--- src/verilog/crxc_pkg.sv ---
// Purpose: Shared constants and types for the receive configuration bank
// Assumes: 250 MHz system clock, APB register access
// Notes:   Byte address of a register is four times its index
package crxc_pkg;
    // Register indexes and APB address width
    localparam logic [5:0] IDX_START  = 6'h34;
    localparam logic [5:0] IDX_CTRL   = 6'h35;
    localparam logic [5:0] IDX_GUARD  = 6'h36;
    localparam logic [5:0] IDX_THRESH = 6'h37;
    localparam int         ADDR_W     = 8;
    // Start-detect field positions
    localparam int SD_SOF_EN  = 5;
    localparam int SD_SOF_SEEN = 4;
    localparam int SD_SUB_EN  = 2;
    localparam int SD_SUB_SEEN = 1;
    localparam int SD_SUB_LIVE = 0;
    // Control field positions
    localparam int CT_PARTIAL = 7;
    localparam int CT_MULTI   = 6;
    localparam int CT_SUPPR   = 3;
    localparam int CT_RATE_LO = 0;
    // Guard field positions
    localparam int GD_UNIT    = 7;
    // Reset values
    localparam logic [7:0] RST_START  = 8'h00;
    localparam logic [7:0] RST_CTRL   = 8'h04;
    localparam logic [7:0] RST_GUARD  = 8'h00;
    localparam logic [7:0] RST_THRESH = 8'h00;
    // Receive rate codes
    localparam logic [2:0] RATE_106 = 3'h4;
    localparam logic [2:0] RATE_212 = 3'h5;
    localparam logic [2:0] RATE_424 = 3'h6;
    localparam logic [2:0] RATE_847 = 3'h7;
    // Timing: clock period and guard units in picoseconds
    localparam int CLK_PS          = 4000;
    localparam int CARR_UNIT_PS    = 1179941;
    localparam int CARR_UNIT_CYC   = CARR_UNIT_PS / CLK_PS;
    localparam int HALF_BIT106_PS  = 4719764;
    localparam int HALF_BIT106_CYC = HALF_BIT106_PS / CLK_PS;
    localparam int SUPPR_BYTES     = 3;
    // Received byte from the bit decoder
    typedef struct packed {
        logic       valid;
        logic       partial;
        logic       err;
        logic [7:0] data;
    } crxc_byte_t;
    // Write port toward the receive FIFO
    typedef struct packed {
        logic       wr;
        logic       flush;
        logic [7:0] data;
    } crxc_fifo_t;
    // Guard timer states
    typedef enum logic [0:0] {
        GRD_IDLE = 1'b0,
        GRD_RUN  = 1'b1
    } crxc_grd_t;
endpackage

--- src/verilog/crxc_top.sv ---
// Purpose: Receive path configuration and status bank with guard and EMD logic
// Assumes: All inputs come from logic on CLK; one receiver frame at a time
// Notes:   Zero-wait APB slave; unmapped addresses answer PSLVERR
//          Read data is taken in the setup phase, so the live bit shows
//          its level one cycle before the access edge
//          Guard units are cycle counts rounded down to whole clocks
//
// The APB register port was decided locally.
`timescale 1ns/1ps
module crxc_top #(
    parameter int BITCYC_W = 12
) (
    // Clock and reset
    input  wire  logic                          CLK,
    input  wire  logic                          SRST,
    // APB slave
    input  wire  logic                          PSEL,
    input  wire  logic                          PENABLE,
    input  wire  logic                          PWRITE,
    input  wire  logic [crxc_pkg::ADDR_W-1:0]   PADDR,
    input  wire  logic [31:0]                   PWDATA,
    output logic [31:0]                         PRDATA,
    output logic                                PREADY,
    output logic                                PSLVERR,
    // Detectors and transmitter status
    input  wire  logic                          SOF_DETECT,
    input  wire  logic                          SUBC_DETECT,
    input  wire  logic                          TX_DONE,
    input  wire  logic [2:0]                    TX_RATE_CODE,
    // Decoder byte stream
    input  wire  crxc_pkg::crxc_byte_t          RX_BYTE,
    input  wire  logic                          RX_FRAME_END,
    input  wire  logic                          CRC_ENABLE,
    input  wire  logic [7:0]                    ERROR_VALUE,
    // FIFO and receiver control
    output crxc_pkg::crxc_fifo_t                FIFO_PORT,
    output logic                                RX_STOP,
    output logic                                RX_DONE_IRQ,
    output logic                                START_FRAME_IRQ,
    output logic                                RX_INPUT_ENABLE,
    // Decoder settings
    output logic [2:0]                          RX_RATE,
    output logic [BITCYC_W-1:0]                 RX_BIT_CYCLES,
    output logic [3:0]                          DECODER_MIN_LEVEL,
    output logic [3:0]                          PHASE_MIN_LEVEL
);
    import crxc_pkg::*;

    // Elaboration check: bit period at the slowest rate must fit
    // A narrower counter would wrap and shorten the slowest bit period
    if (2 * HALF_BIT106_CYC >= (1 << BITCYC_W)) begin : g_chk
        $error("BITCYC_W too small for slowest bit period");
    end

    localparam logic [7:0] A_START  = {IDX_START, 2'b00};  // Byte addresses
    localparam logic [7:0] A_CTRL   = {IDX_CTRL, 2'b00};
    localparam logic [7:0] A_GUARD  = {IDX_GUARD, 2'b00};
    localparam logic [7:0] A_THRESH = {IDX_THRESH, 2'b00};
    // Counts are cut to the timer width on purpose; the package
    // values are known to fit in twelve bits
    localparam logic [11:0] CARR_CYC = 12'(CARR_UNIT_CYC);
    localparam logic [11:0] HALF_CYC = 12'(HALF_BIT106_CYC);
    localparam logic [1:0]  SUPPR_N  = 2'(SUPPR_BYTES);

    // Software-visible registers
    logic [7:0]  start_q;        // Enables and sticky flags
    logic [7:0]  ctrl_q;         // Receive control
    logic [7:0]  guard_q;        // Guard unit and value
    logic [7:0]  thresh_q;       // Decoder thresholds
    // Edge memory and bus helpers
    logic        subc_q;         // Previous subcarrier level, for rise detect
    logic        wr_en;          // APB write in access phase
    logic        hit;            // Address decodes to a register
    logic [7:0]  rd_d;           // Read mux
    // Guard timer
    crxc_grd_t   grd_q;          // Guard timer state
    logic [11:0] div_q;          // Cycles within one guard unit
    logic [6:0]  units_q;        // Guard units elapsed
    logic [11:0] unit_cyc;       // Cycles per guard unit
    logic [11:0] half_cyc;       // Half bit period at transmit rate
    // Receiver inputs behind the guard gate
    logic        accept;         // Receiver input taken
    logic        sof_ev;         // Gated SOF event
    logic        subc_lv;        // Gated subcarrier level
    logic        byte_v;         // Gated byte strobe
    logic        end_v;          // Gated frame end
    // Suppression bookkeeping
    logic [1:0]  cnt_q;          // Bytes stored this frame, saturating
    logic        early;          // Still within the suppressed head

    // Writes land in the access phase
    assign wr_en  = PSEL && PENABLE && PWRITE;
    assign PREADY = 1'b1;        // Zero wait states keeps the master simple

    // Address decode
    always_comb begin
        // Defaults keep the mux free of latches
        hit  = 1'b1;
        rd_d = 8'h00;
        if (PADDR == A_START) begin
            // Live bit comes straight from the detector
            rd_d = {2'b00, start_q[5:4], 1'b0, start_q[2:1], SUBC_DETECT};
        end else if (PADDR == A_CTRL) begin
            // Reserved bits read as zero
            rd_d = {ctrl_q[7:6], 2'b00, ctrl_q[3:0]};
        end else if (PADDR == A_GUARD) begin
            rd_d = guard_q;
        end else if (PADDR == A_THRESH) begin
            rd_d = thresh_q;
        end else begin
            hit = 1'b0;          // Unmapped reads as zero
        end
    end

    // Read data captured in setup phase, held through access
    // One cycle early costs a flop but keeps PRDATA glitch free
    always_ff @(posedge CLK) begin
        if (SRST) begin
            PRDATA  <= 32'h0000_0000;
            PSLVERR <= 1'b0;
        end else if (PSEL && !PENABLE) begin
            // Error flag uses the same decode as the data
            PRDATA  <= {24'h000000, rd_d};
            PSLVERR <= !hit;
        end
    end

    // Input gating: everything from the receiver is dropped in guard time
    // The live bit in the read mux stays ungated so software can
    // still watch the detector while the guard runs
    assign accept  = (grd_q == GRD_IDLE);
    assign sof_ev  = SOF_DETECT && accept;
    assign subc_lv = SUBC_DETECT && accept;
    assign byte_v  = RX_BYTE.valid && accept;
    assign end_v   = RX_FRAME_END && accept;

    // Start-detect register: enables from software, flags set wins
    always_ff @(posedge CLK) begin
        if (SRST) begin
            // Flags and enables start clear
            start_q <= RST_START;
        end else begin
            if (wr_en && PADDR == A_START) begin
                // Enable bits follow the write data
                start_q[SD_SOF_EN] <= PWDATA[SD_SOF_EN];
                start_q[SD_SUB_EN] <= PWDATA[SD_SUB_EN];
                // Zero clears, one leaves the flag alone
                if (!PWDATA[SD_SOF_SEEN]) begin
                    start_q[SD_SOF_SEEN] <= 1'b0;
                end
                if (!PWDATA[SD_SUB_SEEN]) begin
                    start_q[SD_SUB_SEEN] <= 1'b0;
                end
            end
            // Placed after the clear so a same-cycle event survives
            // Later assignment wins: set has priority over clear
            if (sof_ev) begin
                start_q[SD_SOF_SEEN] <= 1'b1;
            end
            if (subc_lv) begin
                start_q[SD_SUB_SEEN] <= 1'b1;
            end
        end
    end

    // Start-frame interrupt: one pulse per SOF or subcarrier arrival
    // Subcarrier is a level, so only its rise may interrupt; a
    // steady carrier would otherwise hold the request high
    always_ff @(posedge CLK) begin
        if (SRST) begin
            subc_q          <= 1'b0;
            START_FRAME_IRQ <= 1'b0;
        end else begin
            // Gated level: a carrier present at guard end counts as a rise
            subc_q          <= subc_lv;
            START_FRAME_IRQ <= (sof_ev && start_q[SD_SOF_EN])
                             || (subc_lv && !subc_q && start_q[SD_SUB_EN]);
        end
    end

    // Configuration registers written by software
    always_ff @(posedge CLK) begin
        if (SRST) begin
            // Control resets to the slowest receive rate
            ctrl_q   <= RST_CTRL;
            guard_q  <= RST_GUARD;
            thresh_q <= RST_THRESH;
        end else if (wr_en) begin
            if (PADDR == A_CTRL) begin
                // Reserved control bits are never stored
                ctrl_q <= {PWDATA[7:6], 2'b00, PWDATA[3:0]};
            end else if (PADDR == A_GUARD) begin
                guard_q <= PWDATA[7:0];
            end else if (PADDR == A_THRESH) begin
                thresh_q <= PWDATA[7:0];
            end
        end
    end

    // Decoder settings driven straight from the registers
    // The decoder sees a change the cycle after the write
    assign DECODER_MIN_LEVEL = thresh_q[7:4];
    assign PHASE_MIN_LEVEL   = thresh_q[3:0];
    assign RX_RATE           = ctrl_q[CT_RATE_LO +: 3];

    // Bit period per rate; reserved codes fall back to the slowest rate
    always_ff @(posedge CLK) begin
        if (SRST) begin
            RX_BIT_CYCLES <= '0;
        end else begin
            // Registered so the decoder never sees a half-updated count
            case (ctrl_q[CT_RATE_LO +: 3])
                RATE_212: RX_BIT_CYCLES <= BITCYC_W'(HALF_CYC);
                RATE_424: RX_BIT_CYCLES <= BITCYC_W'(HALF_CYC >> 1);
                RATE_847: RX_BIT_CYCLES <= BITCYC_W'(HALF_CYC >> 2);
                // Codes below four are reserved; use the slowest rate
                default:  RX_BIT_CYCLES <= BITCYC_W'({HALF_CYC, 1'b0} >> 0);
            endcase
        end
    end

    // Half bit at the transmitter's own rate sets the slow guard unit
    always_comb begin
        case (TX_RATE_CODE)
            RATE_212: half_cyc = HALF_CYC >> 1;
            RATE_424: half_cyc = HALF_CYC >> 2;
            RATE_847: half_cyc = HALF_CYC >> 3;
            default:  half_cyc = HALF_CYC;
        endcase
        // Fast unit is a fixed carrier multiple, slow unit the half bit
        unit_cyc = guard_q[GD_UNIT] ? half_cyc : CARR_CYC;
    end

    // Guard timer: counts whole units after each transmission
    always_ff @(posedge CLK) begin
        if (SRST) begin
            grd_q   <= GRD_IDLE;
            div_q   <= 12'h000;
            units_q <= 7'h00;
        end else begin
            case (grd_q)
                // Idle: counters parked, waiting for a transmit end
                GRD_IDLE: begin
                    div_q   <= 12'h000;
                    units_q <= 7'h00;
                    // A zero value leaves input open at once
                    if (TX_DONE && guard_q[6:0] != 7'h00) begin
                        grd_q <= GRD_RUN;
                    end
                end
                // Run: each wrap of the divider is one guard unit; a
                // transmit end seen here is ignored, the guard does
                // not restart
                GRD_RUN: begin
                    if (div_q >= unit_cyc - 12'h001) begin
                        div_q   <= 12'h000;
                        units_q <= units_q + 7'h01;
                        if (units_q + 7'h01 >= guard_q[6:0]) begin
                            grd_q <= GRD_IDLE;
                        end
                    end else begin
                        div_q <= div_q + 12'h001;
                    end
                end
                // Only an unknown (X) state lands here; it recovers to idle
                default: grd_q <= GRD_IDLE;
            endcase
        end
    end

    // Tells the receiver that its input is being ignored
    assign RX_INPUT_ENABLE = accept;

    // Head of frame is still inside the suppression window
    // Count saturates at three, all the window needs
    assign early = ctrl_q[CT_SUPPR] && (cnt_q < SUPPR_N);

    // FIFO writes, suppression and end-of-stream handling
    always_ff @(posedge CLK) begin
        if (SRST) begin
            FIFO_PORT   <= '0;
            RX_STOP     <= 1'b0;
            RX_DONE_IRQ <= 1'b0;
            cnt_q       <= 2'b00;
        end else begin
            // Pulses default low every cycle
            FIFO_PORT   <= '0;
            RX_STOP     <= 1'b0;
            RX_DONE_IRQ <= 1'b0;
            // Frame end and byte strobe never meet; end wins anyway
            if (end_v) begin
                cnt_q <= 2'b00;
                if (early) begin
                    // Too short to be a real answer: treat as noise
                    FIFO_PORT.flush <= 1'b1;
                end else begin
                    // Long enough to be a real answer
                    RX_DONE_IRQ <= 1'b1;
                    if (ctrl_q[CT_MULTI]) begin
                        FIFO_PORT.wr   <= 1'b1;
                        FIFO_PORT.data <= ERROR_VALUE;
                    end else begin
                        RX_STOP <= 1'b1;
                    end
                end
            end else if (byte_v) begin
                if (early && RX_BYTE.err) begin
                    // Collisions arrive as errors too; receiver keeps going
                    FIFO_PORT.flush <= 1'b1;
                    cnt_q           <= 2'b00;
                end else if (!(RX_BYTE.partial && CRC_ENABLE && !ctrl_q[CT_PARTIAL])) begin
                    // Partial bytes pass unless the CRC check would drop them
                    FIFO_PORT.wr   <= 1'b1;
                    FIFO_PORT.data <= RX_BYTE.data;
                    // Stop counting once past the window
                    if (cnt_q != 2'b11) begin
                        cnt_q <= cnt_q + 2'b01;
                    end
                end
            end
        end
    end

endmodule
--- config.mk ---
export PLATFORM = sky130hd
export DESIGN_NAME = crxc_top
export DESIGN_NICKNAME = d
export VERILOG_FILES = /design/src/verilog/crxc_pkg.sv /design/src/verilog/crxc_top.sv
export SDC_FILE = /design/constraint.sdc
export NUM_CORES = 1
export LEC_CHECK = 0
export ABC_CLOCK_PERIOD_IN_PS = 2700
export BUFFER_PORTS_ARGS = -buffer_cell sky130_fd_sc_hd__buf_2
export CORE_AREA = 3 3 119 121
export DETAILED_ROUTE_END_ITERATION = 8
export DIE_AREA = 0 0 122 124
export PLACE_DENSITY_LB_ADDON = 0.25
export SLEW_MARGIN = 30
export SYNTH_ARGS = -nofsm -noshare
export SYNTH_HDL_FRONTEND = slang
export SYNTH_SLANG_ARGS = --single-unit
--- constraint.sdc ---
create_clock -name CLK -period 2.7 [get_ports CLK]
set_input_delay 0.135 -clock CLK [delete_from_list [all_inputs] [get_ports CLK]]
set_output_delay 0.135 -clock CLK [all_outputs]
set_load 0.005 [all_outputs]
==> results.md, run 1 <==
STA:
- The number of endpoints with negative hold slack in the final report came to 0.
- Adding up every negative setup slack in the final design gives 0 ns.
- The number of max-slew violations in the final report is 0.
- Setup repair after global routing left no endpoint under its margin.
- The worst path meets setup with 0.297 ns of slack.
- Headroom to the max-slew limit came out at 55.2%.
- The minimum period implied by the final worst setup slack is between 2 and 2.5 ns.
- The final critical path takes up 89.0% of the cycle.
- The highest clock frequency the design can meet is 416 MHz.
- Setup violations remaining at the end of the flow were counted as 0.
- The worst clock skew is roughly 0.0036 ns.
- For the pin with the worst max-slew slack, the measured transition is between 0.6 and 0.7 ns.

Drt:
- In the routed design, unresolved DRC markers number 0.
- Dividing the detail-routed via count by the number of cells gives 4.54.
- The detailed router finished its first iteration with 142 violations.
- The total wire length is 9310 µm.
- The first TritonRoute pass finished after 4 iterations.
- The count of nets left with antenna violations after detail routing is 0.
- Dividing the detail-routed wire length by the instance count gives ~13 µm.
- For this block, the via count after detailed routing is 3195.

Global routing:
- The number of antenna violations at the first check in global routing came to 0.
- The leftover overflow at the end of global routing is 0.
- The all-layer global routing usage is 12.5%.
- The via count of the first global-routing pass is a little over 3000.
- The global-route wire length before repair is 15000 µm.
- The maximum number of pins on one net before global-route repair is 44.

Clock tree:
- After clock tree synthesis, the clock-pin slew on the worst setup and hold paths is 0.06 ns.
- The maximum number of buffers from clock root to sink is 2.
- The clock latency on the worst-skew pair is approximately 0.33 ns.
- The root buffer selected by CTS is sky130_fd_sc_hd__clkbuf_16.
- Clock tree synthesis inserted a total of 9 buffers.
- The number of gates resized after cts is 0.
- The clock tree synthesis step divided the H-tree into 3 levels.
- The CTS tree is yes.
- The clock sink total is 79.

Die:
- Once the floorplan was initialized, standard cells occupied 29.9% of the core.
- The number of top-level pins is 143.
- The die covers 15100 µm².
- The floorplan has 42 rows.
- The region available for standard cell placement spans 13200 µm².
- In this run the vertical extent of the chip is about 120 µm.
- In this run the horizontal extent of the chip is 122 µm.

Yosys:
- The sequential fraction of the synthesis area is 40.1%.
- The unique cell type count in the Yosys netlist is 50.
- Yosys printed 0 warnings.
- Synthesis produced around 430 cells.
- In this run the biggest area consumer among cell types represents 40.1% of the synthesized area.
- The top cell type by total area after synthesis is sky130_fd_sc_hd__dfxtp_1.
- The post-synthesis sequential element count is 79.
- Among all flip-flop cells after synthesis, the most frequent one is sky130_fd_sc_hd__dfxtp_1.
- After synthesis the cells add up to 3950 µm².
- Ranked by instance count, the synthesized netlist is headed by sky130_fd_sc_hd__dfxtp_1 (79), sky130_fd_sc_hd__nor2_1 (60), sky130_fd_sc_hd__nand2_1 (33).
- The share of flip-flops with an asynchronous set or reset is 0%.
- In the post-synthesis netlist, the biggest area contributors are sky130_fd_sc_hd__dfxtp_1 (40%), sky130_fd_sc_hd__mux2i_1 (7.6%), sky130_fd_sc_hd__ha_1 (7.3%).
- The dominant cell by count in the synthesized netlist is sky130_fd_sc_hd__dfxtp_1.
- Yosys mapped a number of flops with a built-in enable equal to 0.
- The mean instance size in the synthesized netlist is roughly 9.2 µm².

Min path:
- The worst hold path was traced through 2 stages.
- The path type of the worst min-delay path is in2reg.
- The endpoint with the worst hold slack is FIFO_PORT[1]$_SDFF_PP0_.
- The start point of the worst hold path is ERROR_VALUE[1].

Layout:
- The count of nets after finishing is roughly 620.
- The share of the core filled with cells in the final layout is 36.6%.
- Fill cells in the final layout number between 1000 and 1500.
- The layout cell share with drive strength beyond 1 is 23.9%.
- The area of all placed cells without fillers is 4830 µm².
- The area growth from synthesis to layout is 22.3%.
- For this run, the number of standard cells in the final layout without fillers is 704.
- The number of diodes is 0.

Placement:
- Once detailed placement completed, the half-perimeter wirelength came to between 7000 and 8000 µm.
- The quantity of I/O buffers inserted on ports is 93.
- Routability-driven placement finished with a final weighted congestion of 0.859.
- Summing all placed instances gives a cell area of 4470 µm².
- The setup slack after placement is about 0.33 ns.
- The count of placed standard cells including taps is 683.

Worst setup path:
- The kind of start point of the critical path is a register.
- The critical path data arrival time is 2.69 ns.
- For the worst setup path, the data required time is roughly 3.0 ns.
- The worst setup slack for register-to-register paths is 0.30 ns.
- The worst flop-to-flop path startpoint is grd_q$_SDFF_PP0_.
- The total buffers and inverters traversed by the critical path is 2.
- The critical path in this run is classified as reg2reg.
- The worst register-to-register path ends at FIFO_PORT[3]$_SDFF_PP0_.
- The critical path goes through inv_1, a21o_1, a311oi_2, a22o_1, dlygate4sd3_1.
- The highest-delay cell along the critical path is sky130_fd_sc_hd__a311oi_2.
- The kind of cell with the highest combined delay along the critical path is compound AO/OA/AOI/OAI gates.
- On the worst path, the slowest cell contributes a delay of 0.56 ns.
- Along the worst path, the maximum fanout reaches 9.
- The depth of the worst register-to-register path is 5.
- The worst setup path is captured at a register.

Job:
- The number of violations of the max-capacitance limit is 0.

Power:
- The total leakage power is between 2 and 2.5 nW.
- The ratio of total power to cell area is 530 nW/µm².
- Across the VDD grid, the largest voltage drop is 0.261 mV.

Run status:
- The run finished with clean final reports.
[cell families after synthesis]
family / synth area share [%]
flops: 40.1
compound gates: 12.3
fa+ha+maj: 7.29
mux: 9.32
xor+xnor: 3.99
buf+inv: 9.38
other cells: 0.190
simple gates: 17.5
[report_power, final]
part / leakage (nW) / internal [mW] / switching [mW]
combinational: 1.40 / 0.0588 / 0.0772
sequential: 0.641 / 1.18 / 0.00452
clock: 0.148 / 0.729 / 0.512
[timing repair]
item                      4_1_cts  5_1_grt
hold endpoints to repair        4        0
setup buffers                   0        0
hold buffers                    5        0
[state kept, by name, summed over array words and instances, names as in the netlist, 2 cells and up]
name,flops
FIFO_PORT,10
PRDATA,8
RX_BIT_CYCLES,8
cnt_q,2
ctrl_q,6
div_q,12
guard_q,8
start_q,4
thresh_q,8
units_q,7
[per-stage QoR]
step                      hold WS, ns  power [mW]
after floorplan                 0.261        1.30
after global routing          0.00892        2.67
final                          0.0163        2.56
after detailed placement        0.353        1.34
after CTS                     0.00246        2.60
after global placement          0.347        1.34
[layer usage]
| layer | vias to the layer above | wire (µm) | GRT usage [%] |
|---|---|---|---|
| met5 | - | 0 | 0 |
| met4 | 0 | 96 | 3.36 |
| li1 | 1623 | - | - |
| met3 | 7 | 521 | 3.68 |
| met1 | 1492 | 4260 | 15.6 |
| met2 | 73 | 4430 | 21.2 |
[worst max-delay path by stage]
stage,endpoint,slack [ns],cells past startpoint,from
detailed placement,units_q[2]$_SDFFE_PP0P_,0.33,11,guard_q[7]$_SDFFE_PP0P_
global placement,units_q[2]$_SDFFE_PP0P_,0.37,11,guard_q[7]$_SDFFE_PP0P_
CTS,FIFO_PORT[3]$_SDFF_PP0_,0.27,5,grd_q$_SDFF_PP0_
global route,units_q[2]$_SDFFE_PP0P_,0.08,11,guard_q[7]$_SDFFE_PP0P_
finish,FIFO_PORT[3]$_SDFF_PP0_,0.30,5,grd_q$_SDFF_PP0_
floorplan,div_q[10]$_SDFF_PP0_,0.24,10,guard_q[7]$_SDFFE_PP0P_
[cell type report]
class	count	area, µm²	share of cell area [%]
multi-input combinational	310	2090	43.2
sequential	79	1580	32.8
timing repair buffer	105	568	11.8
clock buffer	9	225	4.66
tap	176	220	4.56
clock inverter	7	80.1	1.66
inverter	18	67.6	1.40
[placed cells by master, fill, tap and decap left out, drive strengths merged, types with 7 or more instances in the layout]
cell type	count
nand3	11
dfxtp	79
nor2	60
clkbuf	9
inv	21
a22oi	9
o21ai	10
nand2	33
buf	100
ha	23
conb	26
a22o	8
xnor2	7
a21oi	13
and2	7
mux2i	30
xor2	11
Power figures use the tool's default switching activity.
==> inputs of run 2 (changes only) <==
--- a/config.mk
+++ b/config.mk
@@ -6,7 +6,9 @@
 export NUM_CORES = 1
 export LEC_CHECK = 0
 export ABC_CLOCK_PERIOD_IN_PS = 2700
-export BUFFER_PORTS_ARGS = -buffer_cell sky130_fd_sc_hd__buf_2
+export BUFFER_PORTS_ARGS = -buffer_cell sky130_fd_sc_hd__buf_4
+export CELL_PAD_IN_SITES_DETAIL_PLACEMENT = 0
+export CELL_PAD_IN_SITES_GLOBAL_PLACEMENT = 1
 export CORE_AREA = 3 3 119 121
 export DETAILED_ROUTE_END_ITERATION = 8
 export DIE_AREA = 0 0 122 124
==> results.md, run 2 (same netlist as run 1, synthesis figures left out) <==
Run status:
- Result of the run: finished, final reports clean (unchanged).

Power:
- The ratio of total power to cell area is 527 nW/µm² (was 530 nW/µm²).
- The maximum vdd drop is 0.296 mV (was 0.261 mV).
- The total leakage power was 2.23 nW (was 2.19 nW).

Layout:
- Most used cells in the layout excluding fill and tap cells: sky130_fd_sc_hd__buf_4 (100), sky130_fd_sc_hd__dfxtp_1 (79), sky130_fd_sc_hd__nor2_1 (60) (was sky130_fd_sc_hd__buf_2 (93), sky130_fd_sc_hd__dfxtp_1 (79), sky130_fd_sc_hd__nor2_1 (60)).
- The sequential cell area in the final layout is 1580 µm² (unchanged).
- The count of placed standard cells in the final layout, fillers left out is 702 (was 704).
- The number of flip-flops under the largest register name was 12 (unchanged).
- The area overhead of the layout relative to synthesis is 28.2% (was 22.3%).
- The commonest non-fill, non-tap cell in the layout is sky130_fd_sc_hd__buf_4 (was sky130_fd_sc_hd__buf_2).
- The largest register by flop count is div_q (unchanged).
- The number of diodes came to 0 (unchanged).
- Registers with the most flip-flops: div_q (12), FIFO_PORT (10) (unchanged).
- The count of nets after finishing came to 616 (was 618).
- The area of all placed cells without fillers was 5060 µm² (was 4830 µm²).
- The layout filler cell count is 1380 (was 1392).
- The combined area of the multi-input logic cells is 2090 µm² (unchanged).
- The layout cell share with drive strength beyond 1 came to 23.8% (was 23.9%).

STA:
- The number of max-slew violations in the final report is 0 (unchanged).
- The portion of the clock cycle consumed by the worst path in the final layout is 88.2% (was 89.0%).
- The sum of negative setup slack came to 0 ns (unchanged).
- The highest clock frequency the design can meet came to 420 MHz (was 416 MHz).
- The post-layout worst setup margin is 0.318 ns (was 0.297 ns).
- The slew at the pin closest to its max-slew limit is 0.661 ns (was 0.671 ns).
- RSZ-0062 raised after global routing: no (unchanged).
- The worst clock skew was 0.00586 ns (was 0.00359 ns).
- The number of endpoints with negative hold slack in the final report came to 0 (unchanged).
- The minimum period implied by the final worst setup slack is 2.38 ns (was 2.40 ns).
- The headroom to the max-slew limit was 55.6% (was 55.2%).
- The final number of setup-violating endpoints is 0 (unchanged).
- The worst hold-check slack was 0.0127 ns (was 0.0163 ns).

Min path:
- The endpoint with the worst hold slack is FIFO_PORT[5]$_SDFF_PP0_ (was FIFO_PORT[1]$_SDFF_PP0_).
- The start point of the worst hold path is ERROR_VALUE[5] (was ERROR_VALUE[1]).
- The path type of the worst min-delay path was in2reg (unchanged).
- The cell depth of the worst hold path is 2 (unchanged).

Clock tree:
- The maximum number of buffers from clock root to sink is 2 (unchanged).
- The CTS tree is yes (unchanged).
- The number of setup buffers added after CTS came to 0 (unchanged).
- The root buffer selected by CTS is sky130_fd_sc_hd__clkbuf_16 (unchanged).
- The clock transition at the registers of the reported paths is 0.06 ns (about the same).
- The number of gates resized after cts is 0 (unchanged).
- The clock sink total is 79 (unchanged).
- The clock latency on the worst-skew pair is 0.33 ns (about the same).
- The quantity of hold-fixing buffers added after cts is 3 (was 5).
- The number of buffers added by the clock tree synthesis step was 9 (unchanged).
- The level count of the clock H-tree is 3 (unchanged).

Job:
- The number of violations of the max-capacitance limit is 0 (unchanged).

Global routing:
- The maximum number of pins on one net before global-route repair is 44 (unchanged).
- The leftover overflow at the end of global routing is 0 (unchanged).
- The via count of the first global-routing pass came to 2947 (was 3060).
- The global-route wire length before repair is 14500 µm (was 15000 µm).
- The number of antenna violations at the first check in global routing was 0 (unchanged).
- The all-layer global routing usage is 12.3% (was 12.5%).

Placement:
- The cell area after placement is 4710 µm² (was 4470 µm²).
- The global placement routability congestion is 0.780 (was 0.859).
- The total half-perimeter wirelength after legalization and detailed placement is 7220 µm (was 7120 µm).
- The quantity of I/O buffers inserted on ports is 93 (unchanged).
- The count of placed standard cells including taps is 683 (unchanged).
- The setup slack after placement is 0.311 ns (was 0.327 ns).

Drt:
- The total wire length is 9430 µm (was 9310 µm).
- The via density per instance is 4.46 (was 4.54).
- The number of iterations in the first detailed-routing pass was 4 (unchanged).
- The initial DRC count came to 108 (was 142).
- The count of nets left with antenna violations after detail routing is 0 (unchanged).
- The vias after detailed routing is 3134 (was 3195).
- The number of design rule violations left after detail routing is 0 (unchanged).
- The routed length per placed instance came to 13.4 µm (was 13.2 µm).

Die:
- The initial core utilization is 29.9% (unchanged).
- The placement row count is 42 (unchanged).
- The floorplan die area is 15100 µm² (unchanged).
- The width of the die is 122 µm (unchanged).
- The core footprint is 13200 µm² (unchanged).
- The die outline height was 124 µm (unchanged).
- The number of top-level pins is 143 (unchanged).

Worst setup path:
- The data required time of the worst path was 2.93 ns (was 2.98 ns).
- The worst flop-to-flop path startpoint is guard_q[7]$_SDFFE_PP0P_ (was grd_q$_SDFF_PP0_).
- The element type at the critical path end is a register (unchanged).
- The maximum fanout encountered on the critical timing path is 8 (was 9).
- The critical path data arrival time is 2.61 ns (was 2.69 ns).
- The kind of start point of the critical path is a register (unchanged).
- The kind of cell adding the most delay to the critical path was compound AO/OA/AOI/OAI gates (unchanged).
- The path type of the worst setup path is reg2reg (unchanged).
- The depth of the worst register-to-register path was 11 (was 5).
- The worst setup slack for register-to-register paths is 0.32 ns (was 0.30 ns).
- The highest-delay cell along the critical path is sky130_fd_sc_hd__dfxtp_1 (was sky130_fd_sc_hd__a311oi_2).
- CP Cell Sequence: nand4b_1, inv_1, ha_1, xnor2_1, ha_1, a211oi_1, o21ai_0, a31oi_2, buf_4, nand2_1, a32o_1 (was inv_1, a21o_1, a311oi_2, a22o_1, dlygate4sd3_1).
- The total buffers and inverters traversed by the critical path is 2 (unchanged).
- The cell with the most instances on the worst path is sky130_fd_sc_hd__ha_1.
- The largest incremental delay on the critical path was 0.38 ns (was 0.56 ns).
- The destination of the worst register-to-register timing path is units_q[2]$_SDFFE_PP0P_ (was FIFO_PORT[3]$_SDFF_PP0_).
==> run 2: worst max path at each step <==
stage                       startpoint  cells past startpoint                      end
2_1_floorplan  guard_q[7]$_SDFFE_PP0P_                     10     div_q[10]$_SDFF_PP0_
3_3_place_gp   guard_q[7]$_SDFFE_PP0P_                     11  units_q[2]$_SDFFE_PP0P_
3_5_place_dp   guard_q[7]$_SDFFE_PP0P_                     11  units_q[2]$_SDFFE_PP0P_
4_1_cts        guard_q[7]$_SDFFE_PP0P_                     11  units_q[2]$_SDFFE_PP0P_
5_1_grt        guard_q[7]$_SDFFE_PP0P_                     11  units_q[2]$_SDFFE_PP0P_
6_report       guard_q[7]$_SDFFE_PP0P_                     11  units_q[2]$_SDFFE_PP0P_
==> run 2: cell type report <==
class / instances / share of cell area [%]
Tap cell: 176 / 4.35
Clock buffer: 11 / 4.80
Multi-Input combinational cell: 310 / 41.2
Clock inverter: 5 / 1.61
Timing Repair Buffer: 103 / 15.4
Inverter: 18 / 1.34
Sequential cell: 79 / 31.3
==> run 2: stage by stage <==
stage	utilization (%)	power, mW
floorplan	-	1.30
global placement	35.7	1.37
detailed placement	35.7	1.37
CTS	38.4	2.71
global route	38.4	2.78
finish	38.4	2.66
==> run 2: where the power goes <==
part,internal (mW),switching [mW],leakage [nW]
combinational,0.0819,0.0767,1.43
clock,0.835,0.485,0.156
sequential,1.18,0.00513,0.641
total,2.10,0.567,2.23
==> run 2: metal layers <==
| metal | track usage (%) | up-vias | routed length [µm] |
|---|---|---|---|
| li1 | - | 1618 | - |
| met1 | 16.0 | 1445 | 4380 |
| met2 | 20.1 | 66 | 4480 |
| met3 | 3.45 | 5 | 522 |
| met4 | 3.57 | 0 | 46 |
| met5 | 0 | - | 0 |
==> run 2: worst register-to-register path, cell delays in order, from the launching register on <==
cell,delay (ns)
sky130_fd_sc_hd__dfxtp_1,0.38
sky130_fd_sc_hd__nand4b_1,0.16
sky130_fd_sc_hd__inv_1,0.09
sky130_fd_sc_hd__ha_1,0.18
sky130_fd_sc_hd__xnor2_1,0.12
sky130_fd_sc_hd__ha_1,0.26
sky130_fd_sc_hd__a211oi_1,0.22
sky130_fd_sc_hd__o21ai_0,0.15
sky130_fd_sc_hd__a31oi_2,0.20
sky130_fd_sc_hd__buf_4,0.18
sky130_fd_sc_hd__nand2_1,0.10
sky130_fd_sc_hd__a32o_1,0.23
